## src/pkg/pll_detector_pkg.sv

```systemverilog
// Shared constants for the phase detector trio.
// Assumes a single 25 MHz clock domain; no registers reachable by software.
package pll_detector_pkg;
	localparam int          CLOCK_HZ        = 25000000;
	localparam int          SYNC_STAGES     = 3;
	// Oscillator half period in clock cycles (even duty cycle by construction)
	localparam logic [15:0] OSC_HALF_MIN    = 16'h0002;
	localparam logic [15:0] OSC_HALF_MAX    = 16'h0400;
	localparam int          CTRL_WIDTH      = 8;
	// Detector selection codes
	localparam logic [1:0]  SEL_XOR         = 2'h0;
	localparam logic [1:0]  SEL_PFD         = 2'h1;
	localparam logic [1:0]  SEL_SETRESET    = 2'h2;
	// Pump state of the edge phase-frequency detector
	typedef enum logic [1:0] {PUMP_OFF, PUMP_UP, PUMP_DOWN} pump_t;
endpackage

```

## src/hdl/pin_sync.sv

```systemverilog
// Three-stage synchroniser for one asynchronous pin with rising-edge output.
// Assumes the pin is slower than half the clock rate.
`timescale 1ns/1ps
module pin_sync (
	input  wire logic clock,     // System clock
	input  wire logic reset,     // Synchronous reset, active high
	input  wire logic pinIn,     // Asynchronous pin
	output logic      level,     // Settled level
	output logic      rise       // One-cycle pulse on settled rising edge
);
	logic [2:0] stage_r;
	logic       level_r;

	always_ff @(posedge clock) begin
		if (reset) begin
			stage_r <= 3'h0;
		end else begin
			stage_r <= {stage_r[1:0], pinIn};
		end
	end

	// Change accepted once second and third stages agree
	always_ff @(posedge clock) begin
		if (reset) begin
			level_r <= 1'b0;
		end else if (stage_r[1] == stage_r[2]) begin
			level_r <= stage_r[2];
		end
	end

	assign level = level_r;
	assign rise  = (stage_r[1] == stage_r[2]) && stage_r[2] && !level_r;
endmodule

```

## src/hdl/pll_phase_detector_trio.sv

```systemverilog
// Phase comparison logic of a PLL: XOR, edge phase-frequency, set/reset detectors,
// plus a digital oscillator whose frequency follows the selected detector output.
// Assumes reference and feedback are asynchronous pins; feedback is wired back
// from oscillatorOutput directly or through an external divider.
// Contract
// - XOR output is high whenever reference and feedback differ.
// - Edge detector acts only on rising edges; duty cycles irrelevant.
// - Two flip-flops with gating form up/down counter driving three-state output.
// - Equal frequency: drive high while reference leads, low while lagging.
// - Reference faster: mostly high, otherwise high impedance.
// - Reference slower: output driven low most of each cycle.
// - Locked: output high impedance and lock indicator stays high.
// - No reference edges: edge detector pulls oscillator to lowest frequency.
// - Third detector is a set/reset flip-flop on rising edges only.
// - Third detector spans zero to full period, mid-scale at half period.
// - Locked at centre, feedback lags reference by half a period.
// - No reference edges: set/reset detector steers oscillator lowest.
// - Disable low enables oscillator and demodulator; high turns both off.
// - Steady control gives oscillator output an even duty cycle.
`timescale 1ns/1ps
module pll_phase_detector_trio #(
	parameter int CTRL_W = pll_detector_pkg::CTRL_WIDTH
) (
	input  wire logic              clock,                    // 25 MHz system clock
	input  wire logic              reset,                    // Synchronous reset, active high
	input  wire logic              referenceInput,           // Reference pin
	input  wire logic              feedbackInput,            // Feedback pin
	input  wire logic              oscillatorDisable,        // High turns oscillator off
	input  wire logic [1:0]        detectorSelect,           // Detector steering oscillator
	output logic                   xorDetectorOutput,        // XOR detector output
	output logic                   pfdTristateOutput,        // Edge detector output level
	output logic                   pfdTristateOutputEnable,  // High while a driver is on
	output logic                   setresetDetectorOutput,   // Set/reset detector output
	output logic                   lockIndicatorOutput,      // High while both drivers off
	output logic                   oscillatorOutput,         // Oscillator output
	output logic [CTRL_W-1:0]      demodulatorOutput         // Copy of oscillator control
);
	logic                  refLevel;
	logic                  refRise;
	logic                  fbLevel;
	logic                  fbRise;
	logic                  xor_r;
	logic                  upFlop_r;
	logic                  downFlop_r;
	logic                  setReset_r;
	logic [CTRL_W-1:0]     control_r;
	logic [15:0]           oscCount_r;
	logic                  osc_r;
	logic [CTRL_W-1:0]     demod_r;
	logic                  pfdLevel_r;
	logic                  pfdEnable_r;
	logic                  lock_r;
	logic                  upNow;
	logic                  downNow;
	logic [15:0]           halfPeriod;
	logic                  halfDone;

	pin_sync refSync (
		.clock  (clock),
		.reset  (reset),
		.pinIn  (referenceInput),
		.level  (refLevel),
		.rise   (refRise)
	);

	pin_sync fbSync (
		.clock  (clock),
		.reset  (reset),
		.pinIn  (feedbackInput),
		.level  (fbLevel),
		.rise   (fbRise)
	);

	// Maps a control code to a half period: larger code, shorter period
	function automatic logic [15:0] half_period(input logic [CTRL_W-1:0] code);
		logic [31:0] span;
		logic [31:0] step;
		span = 32'(pll_detector_pkg::OSC_HALF_MAX - pll_detector_pkg::OSC_HALF_MIN);
		step = (span * 32'(code)) >> CTRL_W;
		half_period = 16'(32'(pll_detector_pkg::OSC_HALF_MAX) - step);
	endfunction

	always_ff @(posedge clock) begin
		if (reset) begin
			xor_r <= 1'b0;
		end else begin
			xor_r <= refLevel ^ fbLevel;
		end
	end

	// Up flop: set by a reference rise, cleared once a feedback rise arrives
	always_ff @(posedge clock) begin
		if (reset) begin
			upFlop_r <= 1'b0;
		end else begin
			upFlop_r <= (upFlop_r | refRise) & ~(downFlop_r | fbRise);
		end
	end

	// Down flop: mirror image, so a pair of opposite rises clears both
	always_ff @(posedge clock) begin
		if (reset) begin
			downFlop_r <= 1'b0;
		end else begin
			downFlop_r <= (downFlop_r | fbRise) & ~(upFlop_r | refRise);
		end
	end

	assign upNow   = upFlop_r & ~downFlop_r;
	assign downNow = downFlop_r & ~upFlop_r;

	// Level: high while an up count is pending, low otherwise
	always_ff @(posedge clock) begin
		if (reset) begin
			pfdLevel_r <= 1'b0;
		end else begin
			pfdLevel_r <= upNow;
		end
	end

	// Either driver on takes the output out of high impedance
	always_ff @(posedge clock) begin
		if (reset) begin
			pfdEnable_r <= 1'b0;
		end else begin
			pfdEnable_r <= upNow | downNow;
		end
	end

	// Lock indicator is the inverse of the drive, in the same cycle
	always_ff @(posedge clock) begin
		if (reset) begin
			lock_r <= 1'b1;
		end else begin
			lock_r <= ~(upNow | downNow);
		end
	end

	// Set by reference, reset by feedback; simultaneous edges keep state
	always_ff @(posedge clock) begin
		if (reset) begin
			setReset_r <= 1'b0;
		end else if (refRise && !fbRise) begin
			setReset_r <= 1'b1;
		end else if (fbRise && !refRise) begin
			setReset_r <= 1'b0;
		end
	end

	// Loop integrator: selected detector nudges the control word each cycle
	always_ff @(posedge clock) begin
		if (reset) begin
			control_r <= '0;
		end else begin
			case (detectorSelect)
				pll_detector_pkg::SEL_XOR: begin
					if (xor_r && control_r != '1) begin
						control_r <= control_r + 1'b1;
					end else if (!xor_r && control_r != '0) begin
						control_r <= control_r - 1'b1;
					end
				end
				pll_detector_pkg::SEL_PFD: begin
					if (upNow && control_r != '1) begin
						control_r <= control_r + 1'b1;
					end else if (downNow && control_r != '0) begin
						control_r <= control_r - 1'b1;
					end
				end
				pll_detector_pkg::SEL_SETRESET: begin
					// Balanced at half-period lag, where set and reset times match
					if (setReset_r && control_r != '1) begin
						control_r <= control_r + 1'b1;
					end else if (!setReset_r && control_r != '0) begin
						control_r <= control_r - 1'b1;
					end
				end
				default: begin
					control_r <= control_r;
				end
			endcase
		end
	end

	assign halfPeriod = half_period(control_r);
	assign halfDone   = (oscCount_r + 16'h0001) >= halfPeriod;

	// Counter restarts at each toggle and stays cleared while the oscillator is off
	always_ff @(posedge clock) begin
		if (reset || oscillatorDisable) begin
			oscCount_r <= 16'h0000;
		end else if (halfDone) begin
			oscCount_r <= 16'h0000;
		end else begin
			oscCount_r <= oscCount_r + 16'h0001;
		end
	end

	// Equal high and low halves give an even duty cycle
	always_ff @(posedge clock) begin
		if (reset || oscillatorDisable) begin
			osc_r <= 1'b0;
		end else if (halfDone) begin
			osc_r <= ~osc_r;
		end
	end

	always_ff @(posedge clock) begin
		if (reset || oscillatorDisable) begin
			demod_r <= '0;
		end else begin
			demod_r <= control_r;
		end
	end

	assign xorDetectorOutput       = xor_r;
	assign pfdTristateOutput       = pfdLevel_r;
	assign pfdTristateOutputEnable = pfdEnable_r;
	assign setresetDetectorOutput  = setReset_r;
	assign lockIndicatorOutput     = lock_r;
	assign oscillatorOutput        = osc_r;
	assign demodulatorOutput       = demod_r;
endmodule

```

## config.mk

```make
export PLATFORM = sky130hd
export DESIGN_NAME = pll_phase_detector_trio
export DESIGN_NICKNAME = d
export VERILOG_FILES = /design/src/pkg/pll_detector_pkg.sv /design/src/hdl/pin_sync.sv /design/src/hdl/pll_phase_detector_trio.sv
export SDC_FILE = /design/constraint.sdc
export NUM_CORES = 1
export LEC_CHECK = 0
export ABC_AREA = 1
export BUFFER_PORTS_ARGS = -buffer_cell sky130_fd_sc_hd__buf_2
export CAP_MARGIN = 10
export CORE_ASPECT_RATIO = 1.25
export CORE_MARGIN = 5
export CORE_UTILIZATION = 60
export CTS_BUF_LIST = sky130_fd_sc_hd__clkbuf_8
export CTS_CLUSTER_DIAMETER = 150
export DETAILED_ROUTE_END_ITERATION = 10
export GPL_TIMING_DRIVEN = 0
export HOLD_SLACK_MARGIN = 0.15
export PLACE_DENSITY = 0.79
export RECOVER_POWER = 25
export SYNTH_ARGS = -nofsm -noshare
export SYNTH_HDL_FRONTEND = slang
export SYNTH_HIERARCHICAL = 1
export SYNTH_SLANG_ARGS = --single-unit
```

## constraint.sdc

```tcl
create_clock -name clock -period 16.4 [get_ports clock]
set_clock_uncertainty 0.1 [all_clocks]
set_input_delay 0.82 -clock clock [delete_from_list [all_inputs] [get_ports clock]]
set_output_delay 0.82 -clock clock [all_outputs]
set_load 0.005 [all_outputs]
```

==> results.md, run 1 <==
- DIE AREA: 9778 sq um
- Top delay family on crit path: adder cells
- Critical path required time: 16.53 ns
- Pin count of the biggest net entering global routing: 17
- Fmax: 0.1618 GHz
- Setup Buffers After CTS: 0
- Synth Area in Compound Gates: 5.048%
- Final wirelength: approximately 10 mm
- Crit path max fanout: 10
- Dominant synthesized flop cell: sky130_fd_sc_hd__dfxtp_1
- Transition time at the pin with the least slew margin: 0.6108 ns
- Iter 0 DRT Violations: 172
- Relative max-transition margin: 59.28%
- Final critical-path setup slack: 10.22 ns
- Relative area change from synthesis to final layout: 7.822%
- Crit end category: flop
- Most frequent cell on the critical path: sky130_fd_sc_hd__nand2_1
- Reg clk slew, reported paths: 0.10 ns
- Floorplan die height: 109.3 microns
- Critical path startpoint category: flop
- Vias per std cell: approximately 5.2
- Async SR Flop Fraction: 0%
- Row count: 36
- Cells after Synth: 673
- Synth area leader: sky130_fd_sc_hd__dfxtp_1
- Arithmetic-cell share of the synthesized area counting full adders, half adders and majority gates: 27.01%
- IO Port Bufs: 20
- Buffers & Inverters on Critical Path: 6
- Total of max-cap violations: 0
- Global route overflow: 0
- Final weighted congestion in routability-driven placement: 0.9261
- Ys Warns: 6
- Fraction of the mapped netlist area in simple logic gates: 30.60%
- Cell type of the slowest stage on the worst timing path: sky130_fd_sc_hd__dfxtp_1
- Clock tree buffer depth: 2
- Unrepaired setup endpoints after global routing: no
- Fraction of layout cells with a size suffix above 1: 9.220%
- Outcome: finished, final reports clean
- H-tree level count: 2
- Share of cell area taken by muxes after synthesis: 0%
- HP Start: refSync/stage_r[0]$_SDFF_PP0_
- Peak per-stage delay on the critical path: 0.62 ns
- Mean instance size in the synthesized netlist: 7.035 sq um
- Share of synthesized area occupied by flip-flops and latches: 20.30%
- Final TNS setup: 0 ns
- Number of buffers created by CTS: 5
- Netlist area before placement: 4735 sq um
- Crit share post-route: about 38%
- Number of flip-flops and latches in the synthesized netlist: 48
- GRT Util Overall: 21.90%
- Initial DRT Pass Iterations: 5
- Detail Route Antenna Nets: 0
- Number of remaining DRC errors: 0
- Cell area after placement: roughly 5000 sq um
- Number of antenna violations at the first check in global routing: 0
- Launching element of the worst setup path: control_r[4]$_SDFFE_PP0P_
- Share of Yosys cell area claimed by the top area cell type: 20.30%
- XOR/XNOR share of the synthesized area: 4.995%
- Placed wire-length estimate: between 8 and 9 mm
- Average wire per cell in the routed design: 12.32 microns
- Initial core utilization: 61.11%
- Global-route wire length before repair: 17.17 mm
- Ant diodes: 0
- Overall via count from detail_route: 4131
- Shortest clock period the worst path allows after layout: around 6.2 ns
- Final hold violations: 0
- Category of the most critical setup path: reg2reg
- Final setup violation count: 0
- Vias in the first global route: 4145
- Root buffer cell: sky130_fd_sc_hd__clkbuf_8
- Clock Sink Count: 48
- Die boundary width: about 89 microns
- Placeable core region: 7747 sq um
- Number of synthesized flops with an enable pin: 0
- Pins Over Slew Limit: 0
- Launch instance of the worst register-to-register path: control_r[4]$_SDFFE_PP0P_
- Data arrival at the endpoint of the critical path: 6.31 ns
- Worst setup slack before clock tree synthesis: 10.26 ns
- Number of nets in the layout: 800
- Ports: 21
- Number of different library cells in the post-synthesis netlist: 35
- Clock latency of the later-clocked register in the worst-skew pair: 0.31 ns
- Post-route cell area: 5105 sq um
- Kind of path behind the tightest hold check: reg2reg
- CTS-repair resized insts: 0
- Dominant combinational cell family by area after synthesis: simple AND/OR/NAND/NOR gates
- Cell types with the largest area share after synthesis: sky130_fd_sc_hd__dfxtp_1 (20%), sky130_fd_sc_hd__ha_1 (18%), sky130_fd_sc_hd__nand2_1 (13%)
- Post-CTS Hold Fix Bufs: 0
- CTS tree: built
-- per-layer routing --
| metal | wire length (microns) | vias up | GRT usage [%] |
|---|---|---|---|
| met5 | 0 | - | 0 |
| met4 | 206 | 0 | 6.702 |
| met3 | 262 | 19 | 3.073 |
| met2 | 5436 | 69 | 41.83 |
| met1 | 3951 | 1911 | 24.44 |
| li1 | - | 2132 | - |
-- sequential cells by signal, summed over array words and instances (netlist names) --
signal / flops
lockIndicatorOutput: 1
oscillatorOutput: 1
refSync/stage_r: 3
refSync/level: 1
upFlop_r: 1
demodulatorOutput: 8
fbSync/level: 1
downFlop_r: 1
pfdTristateOutputEnable: 1
pfdTristateOutput: 1
xorDetectorOutput: 1
setresetDetectorOutput: 1
oscCount_r: 16
control_r: 8
fbSync/stage_r: 3
-- worst register-to-register path, delay by kind of cell (launching register included) --
family,cells,cell delay (ns)
buffers and inverters,6,0.49
XOR/XNOR,1,0.27
AND/OR/NAND/NOR,18,1.78
flip-flops,1,0.62
adder cells (fa/ha/maj),7,2.84
-- layout by cell type (no fill, tap or decap), drive strengths merged --
| cell type | n |
|---|---|
| nand2 | 165 |
| inv | 143 |
| nor2 | 74 |
| ha | 67 |
| dfxtp | 48 |
| nand3 | 40 |
| fa | 22 |
| buf | 21 |
| xor2 | 20 |
| a21oi | 20 |
| o21ai | 19 |
| nand4 | 13 |
| nor3b | 8 |
| nor3 | 8 |
| xnor2 | 7 |
| clkbuf | 7 |
| conb | 5 |
| nand3b | 4 |
| a21o | 3 |
| clkinv | 3 |
| and2 | 2 |
| bufinv | 2 |
| o21bai | 1 |
| o31ai | 1 |
| nor4 | 1 |
| a31oi | 1 |
-- final timing paths --
| kind | endpoint | slack, ns | cells after the start |
|---|---|---|---|
| setup / recovery | oscCount_r[5]$_SDFF_PP0_ | 10.22 | 32 |
| hold / removal | refSync/stage_r[1]$_SDFF_PP0_ | 0.31 | 2 |
| setup reg to reg | oscCount_r[5]$_SDFF_PP0_ | 10.22 | 32 |
| hold reg to reg | refSync/stage_r[1]$_SDFF_PP0_ | 0.31 | 2 |
-- Yosys cell counts, types with 2 or more instances --
master and n:
sky130_fd_sc_hd__nand2_1 161, sky130_fd_sc_hd__ha_1 67, sky130_fd_sc_hd__nor3b_2 7, sky130_fd_sc_hd__a21o_1 3
sky130_fd_sc_hd__inv_2 6, sky130_fd_sc_hd__nand4_1 12, sky130_fd_sc_hd__dfxtp_1 48, sky130_fd_sc_hd__nand3_1 38
sky130_fd_sc_hd__nor3_1 4, sky130_fd_sc_hd__clkinv_1 3, sky130_fd_sc_hd__inv_1 136, sky130_fd_sc_hd__fa_1 22
sky130_fd_sc_hd__nand2_2 4, sky130_fd_sc_hd__o21ai_1 4, sky130_fd_sc_hd__and2_1 2, sky130_fd_sc_hd__nand3_2 2
sky130_fd_sc_hd__nor3_2 4, sky130_fd_sc_hd__xor2_1 20, sky130_fd_sc_hd__nor2_4 2, sky130_fd_sc_hd__o21ai_0 15
sky130_fd_sc_hd__xnor2_1 7, sky130_fd_sc_hd__nor2_2 10, sky130_fd_sc_hd__nand3b_1 4, sky130_fd_sc_hd__nor2_1 62
sky130_fd_sc_hd__a21oi_1 20
-- final cells by class --
| cell class | instances | area (sq um) |
|---|---|---|
| multi-input combinational | 481 | 3222 |
| fill | 672 | 2643 |
| sequential | 48 | 960.9 |
| inverter | 145 | 544.3 |
| tap | 95 | 118.9 |
| timing repair buffer | 20 | 98.84 |
| clock buffer | 5 | 68.82 |
| clock inverter | 3 | 68.82 |
| buffer | 3 | 22.52 |
-- stage by stage --
| step | hold WS, ns | instances | utilization, % |
|---|---|---|---|
| after floorplan | 0.2883 | 677 | - |
| after global placement | 0.3005 | 792 | 64.13 |
| after detailed placement | 0.2955 | 792 | 64.13 |
| after CTS | 0.3147 | 800 | 65.91 |
| after global routing | 0.3394 | 800 | 65.89 |
| final | 0.3098 | 800 | 65.89 |
-- logic make-up after synthesis --
logic type / count (synthesis)
XOR/XNOR: 27
flip-flops: 48
AND/OR/NAND/NOR: 315
buffers and inverters: 148
adder cells (fa/ha/maj): 89
AO/OA/AOI/OAI: 45
other: 1
Power of run 1 is not shown: default switching activity piles up to over one toggle a cycle in this logic, so the estimate is an artifact.
==> inputs of run 2 (changes only) <==
ABC_AREA = 0   (was 1)
clock period = 6.1 ns   (was 16.4 ns; I/O delays follow)
==> run 2 against run 1 <==
Against the previous run:
- the flow now finishes with violations (setup timing)
- first-iteration DRC count shrank 1.7%
- core utilization rose by 6.6 points
- sequential share of layout area is 0.74 points higher
- cell area down 1.5%
- fmax shrank 0.48%
- worst hold slack better by 0.025 ns
- global-route usage rose by 0.76 points
- die area shrank 9.7%
==> results.md, run 2 <==
- Outcome: finished, violations left (was finished, final reports clean)
- Violated checks: setup timing
- Storage element area: 983.4 sq um (was 960.9 sq um)
- Mean instance size in the synthesized netlist: 8.751 sq um (was 7.035 sq um)
- Pins Over Slew Limit: 0 (unchanged)
- Detail Route Antenna Nets: 0 (unchanged)
- Root buffer cell: sky130_fd_sc_hd__clkbuf_8 (unchanged)
- Final setup violation count: 11 (was 0)
- Cells after Synth: 483 (was 673)
- Initial core utilization: 60.95% (was 61.11%)
- Final hold violations: 0 (unchanged)
- Average wire per cell in the routed design: 16.03 microns (was 12.32 microns)
- Synth area leader: sky130_fd_sc_hd__dfxtp_1 (unchanged)
- Die boundary width: 85.07 microns (was 89.45 microns)
- Clock latency of the later-clocked register in the worst-skew pair: 0.31 ns (about the same)
- IO Port Bufs: 19 (was 20)
- Number of remaining DRC errors: 0 (unchanged)
- Relative max-transition margin: 61.67% (was 59.28%)
- Crit path max fanout: 6 (was 10)
- Final critical-path setup slack: -0.1119 ns (was 10.22 ns)
- Most instantiated cells after synthesis: sky130_fd_sc_hd__inv_1 (70), sky130_fd_sc_hd__ha_1 (67), sky130_fd_sc_hd__dfxtp_1 (48), sky130_fd_sc_hd__nand2_1 (29), sky130_fd_sc_hd__a21oi_1 (27) (was sky130_fd_sc_hd__nand2_1 (161), sky130_fd_sc_hd__inv_1 (136), sky130_fd_sc_hd__ha_1 (67), sky130_fd_sc_hd__nor2_1 (62), sky130_fd_sc_hd__dfxtp_1 (48))
- Iter 0 DRT Violations: 169 (was 172)
- Most common cell after layout, fill and taps aside: sky130_fd_sc_hd__inv_1 (was sky130_fd_sc_hd__nand2_1)
- Relative area change from synthesis to final layout: 18.95% (was 7.822%)
- Most frequent cells in the layout: sky130_fd_sc_hd__inv_1 (68), sky130_fd_sc_hd__ha_1 (62), sky130_fd_sc_hd__dfxtp_1 (42) (was sky130_fd_sc_hd__nand2_1 (161), sky130_fd_sc_hd__inv_1 (136), sky130_fd_sc_hd__ha_1 (67))
- Ports: 21 (unchanged)
- DIE AREA: 8833 sq um (was 9778 sq um)
- Vias per std cell: 5.783 (was 5.164)
- Shortest clock period the worst path allows after layout: 6.212 ns (was 6.182 ns)
- Kind of path behind the tightest hold check: in2reg (was reg2reg)
- Critical path required time: 6.25 ns (was 16.53 ns)
- Fraction of layout cells with a size suffix above 1: 19.59% (was 9.220%)
- Floorplan die height: 103.8 microns (was 109.3 microns)
- Number of antenna violations at the first check in global routing: 0 (unchanged)
- GRT Util Overall: 22.66% (was 21.90%)
- Share of synthesized area occupied by flip-flops and latches: 22.74% (was 20.30%)
- Inst Count DP: 596 (was 792)
- Reg clk slew, reported paths: 0.10 ns (about the same)
- Multi-input combinational cell area: 3222 sq um (unchanged)
- Number of nets in the layout: 636 (was 800)
- Ys Warns: 6 (unchanged)
- Number of flip-flops under the largest register name: 16 (unchanged)
- Final weighted congestion in routability-driven placement: 0.9027 (was 0.9261)
- Register with the most flip-flops: oscCount_r (unchanged)
- Row count: 34 (was 36)
- Number of fill cells in the layout: 514 (was 672)
- Async SR Flop Fraction: 0% (unchanged)
- Netlist area before placement: 4227 sq um (was 4735 sq um)
- Fmax: 0.1610 GHz (was 0.1618 GHz)
- Global route overflow: 0 (unchanged)
- Cell types with the largest area share after synthesis: sky130_fd_sc_hd__dfxtp_1 (23%), sky130_fd_sc_hd__ha_1 (20%), sky130_fd_sc_hd__fa_1 (10%) (was sky130_fd_sc_hd__dfxtp_1 (20%), sky130_fd_sc_hd__ha_1 (18%), sky130_fd_sc_hd__nand2_1 (13%))
- Unrepaired setup endpoints after global routing: yes (was no)
- Ant diodes: 0 (unchanged)
- Placeable core region: 6934 sq um (was 7747 sq um)
- Leading cell type by number of instances after synthesis: sky130_fd_sc_hd__inv_1 (was sky130_fd_sc_hd__nand2_1)
- CTS tree: built (unchanged)
- R2R Setup Slk: -0.11 ns (was 10.22 ns)
- Number of synthesized flops with an enable pin: 0 (unchanged)
- Crit end category: flop (unchanged)
- Transition time at the pin with the least slew margin: 0.5749 ns (was 0.6108 ns)
- Worst setup slack before clock tree synthesis: -0.6935 ns (was 10.26 ns)
- Crit share post-route: 101.8% (was 37.69%)
- H-tree level count: 2 (unchanged)
- Share of Yosys cell area claimed by the top area cell type: 22.74% (was 20.30%)
- Final wirelength: 10.12 mm (was 9.857 mm)
- Clock tree buffer depth: 2 (unchanged)
- Final instance count without filler cells: 631 (was 800)
- Number of different library cells in the post-synthesis netlist: 54 (was 35)
- Number of buffers created by CTS: 5 (unchanged)
- Global-route wire length before repair: 16.80 mm (was 17.17 mm)
- Dominant synthesized flop cell: sky130_fd_sc_hd__dfxtp_1 (unchanged)
- Category of the most critical setup path: reg2reg (unchanged)
- Number of flip-flops and latches in the synthesized netlist: 48 (unchanged)
- Vias in the first global route: 3857 (was 4145)
- Data arrival at the endpoint of the critical path: 6.36 ns (was 6.31 ns)
- Placed wire-length estimate: 6.811 mm (was 8.249 mm)
- Clock Sink Count: 48 (unchanged)
- Initial DRT Pass Iterations: 4 (was 5)
- Pin count of the biggest net entering global routing: 17 (unchanged)
- Total of max-cap violations: 0 (unchanged)
- Overall via count from detail_route: 3649 (was 4131)
- Critical path startpoint category: flop (unchanged)
## run 2: cell types whose count changed in the layout (fill, tap and decap cells not counted), moves of 7 or more
cell                      change
sky130_fd_sc_hd__buf_4       +26
sky130_fd_sc_hd__inv_1       -68
sky130_fd_sc_hd__nand2_1    -133
sky130_fd_sc_hd__nand3_1     -26
sky130_fd_sc_hd__nor2_1      -39
sky130_fd_sc_hd__nor2_2       -9
sky130_fd_sc_hd__nor2b_1     +16
sky130_fd_sc_hd__nor3_1      +17
sky130_fd_sc_hd__nor3b_2      -7
sky130_fd_sc_hd__xnor2_1     +10
## run 2: cell families after synthesis
group           after synthesis  share of synthesized area, %
mux                           9                         2.191
buf+inv                      76                         6.779
other cells                   1                       0.08872
fa+ha+maj                    89                         30.25
flops                        48                         22.74
xor+xnor                     33                         6.838
simple gates                138                         16.99
compound gates               89                         14.12
## run 2: path summary, 6_finish.rpt
kind	cells past startpoint	from	end
setup / recovery	24	control_r[2]$_SDFFE_PP0P_	oscCount_r[10]$_SDFF_PP0_
hold / removal	2	oscillatorDisable	demodulatorOutput[4]$_SDFF_PP0_
setup reg to reg	24	control_r[2]$_SDFFE_PP0P_	oscCount_r[10]$_SDFF_PP0_
hold reg to reg	1	fbSync/stage_r[0]$_SDFF_PP0_	fbSync/stage_r[1]$_SDFF_PP0_
## run 2: layer usage
metal	part of all wire [%]	vias to the layer above	GRT usage [%]
met2	55	101	42.72
met1	37	1741	23.84
li1	-	1766	-
met4	3.7	0	9.389
met3	3.8	41	4.369
met5	0	-	0
## run 2: cell type report
| class | instances | share of cell area, % |
|---|---|---|
| inverters | 70 | 5.226 |
| well taps | 90 | 2.240 |
| repair buffers | 47 | 6.147 |
| plain buffers | 5 | 0.4480 |
| clock inverters | 3 | 0.9209 |
| flip-flops and latches | 48 | 19.56 |
| multi-input cells | 363 | 64.09 |
| clock buffers | 5 | 1.369 |
## run 2: worst max-delay path: stages, from the launching register on
cell,delay [ns]
sky130_fd_sc_hd__dfxtp_4,0.37
sky130_fd_sc_hd__fa_2,0.51
sky130_fd_sc_hd__fa_2,0.63
sky130_fd_sc_hd__inv_2,0.05
sky130_fd_sc_hd__fa_1,0.48
sky130_fd_sc_hd__fa_1,0.51
sky130_fd_sc_hd__inv_2,0.05
sky130_fd_sc_hd__ha_4,0.31
sky130_fd_sc_hd__nand2_4,0.07
sky130_fd_sc_hd__a211oi_4,0.37
sky130_fd_sc_hd__o21a_1,0.24
sky130_fd_sc_hd__o22ai_2,0.12
sky130_fd_sc_hd__or2_4,0.28
sky130_fd_sc_hd__o21ba_4,0.22
sky130_fd_sc_hd__o211ai_1,0.19
sky130_fd_sc_hd__xor2_1,0.17
sky130_fd_sc_hd__ha_1,0.26
sky130_fd_sc_hd__a21o_1,0.17
sky130_fd_sc_hd__a21o_1,0.17
sky130_fd_sc_hd__a21oi_2,0.19
sky130_fd_sc_hd__o21ai_2,0.09
sky130_fd_sc_hd__a21oi_2,0.17
sky130_fd_sc_hd__o211ai_1,0.14
sky130_fd_sc_hd__buf_4,0.20
sky130_fd_sc_hd__nor2b_1,0.09
## run 2: repair_timing
| action | CTS | global route |
|---|---|---|
| pin swaps | 20 | 24 |
| resized for setup | 40 | 21 |
| hold buffers | 2 | 0 |
| endpoints found under the hold margin | 2 | 0 |
| cloned | 1 | 0 |
| setup buffers | 19 | 6 |
| endpoints found under the setup margin | 12 | 12 |
## run 2: through the flow
stage	area, sq um	utilization (%)	setup TNS [ns]	hold WS, ns
2_1_floorplan	4252	-	0	0.2766
3_3_place_gp	4459	64.31	-5.792	0.3188
3_5_place_dp	4459	64.31	-7.629	0.3270
4_1_cts	4908	70.79	-0.003982	0.2268
5_1_grt	5027	72.50	-3.453	0.3691
6_report	5027	72.50	-1.092	0.3348
Power of run 2 is left out for the same reason.
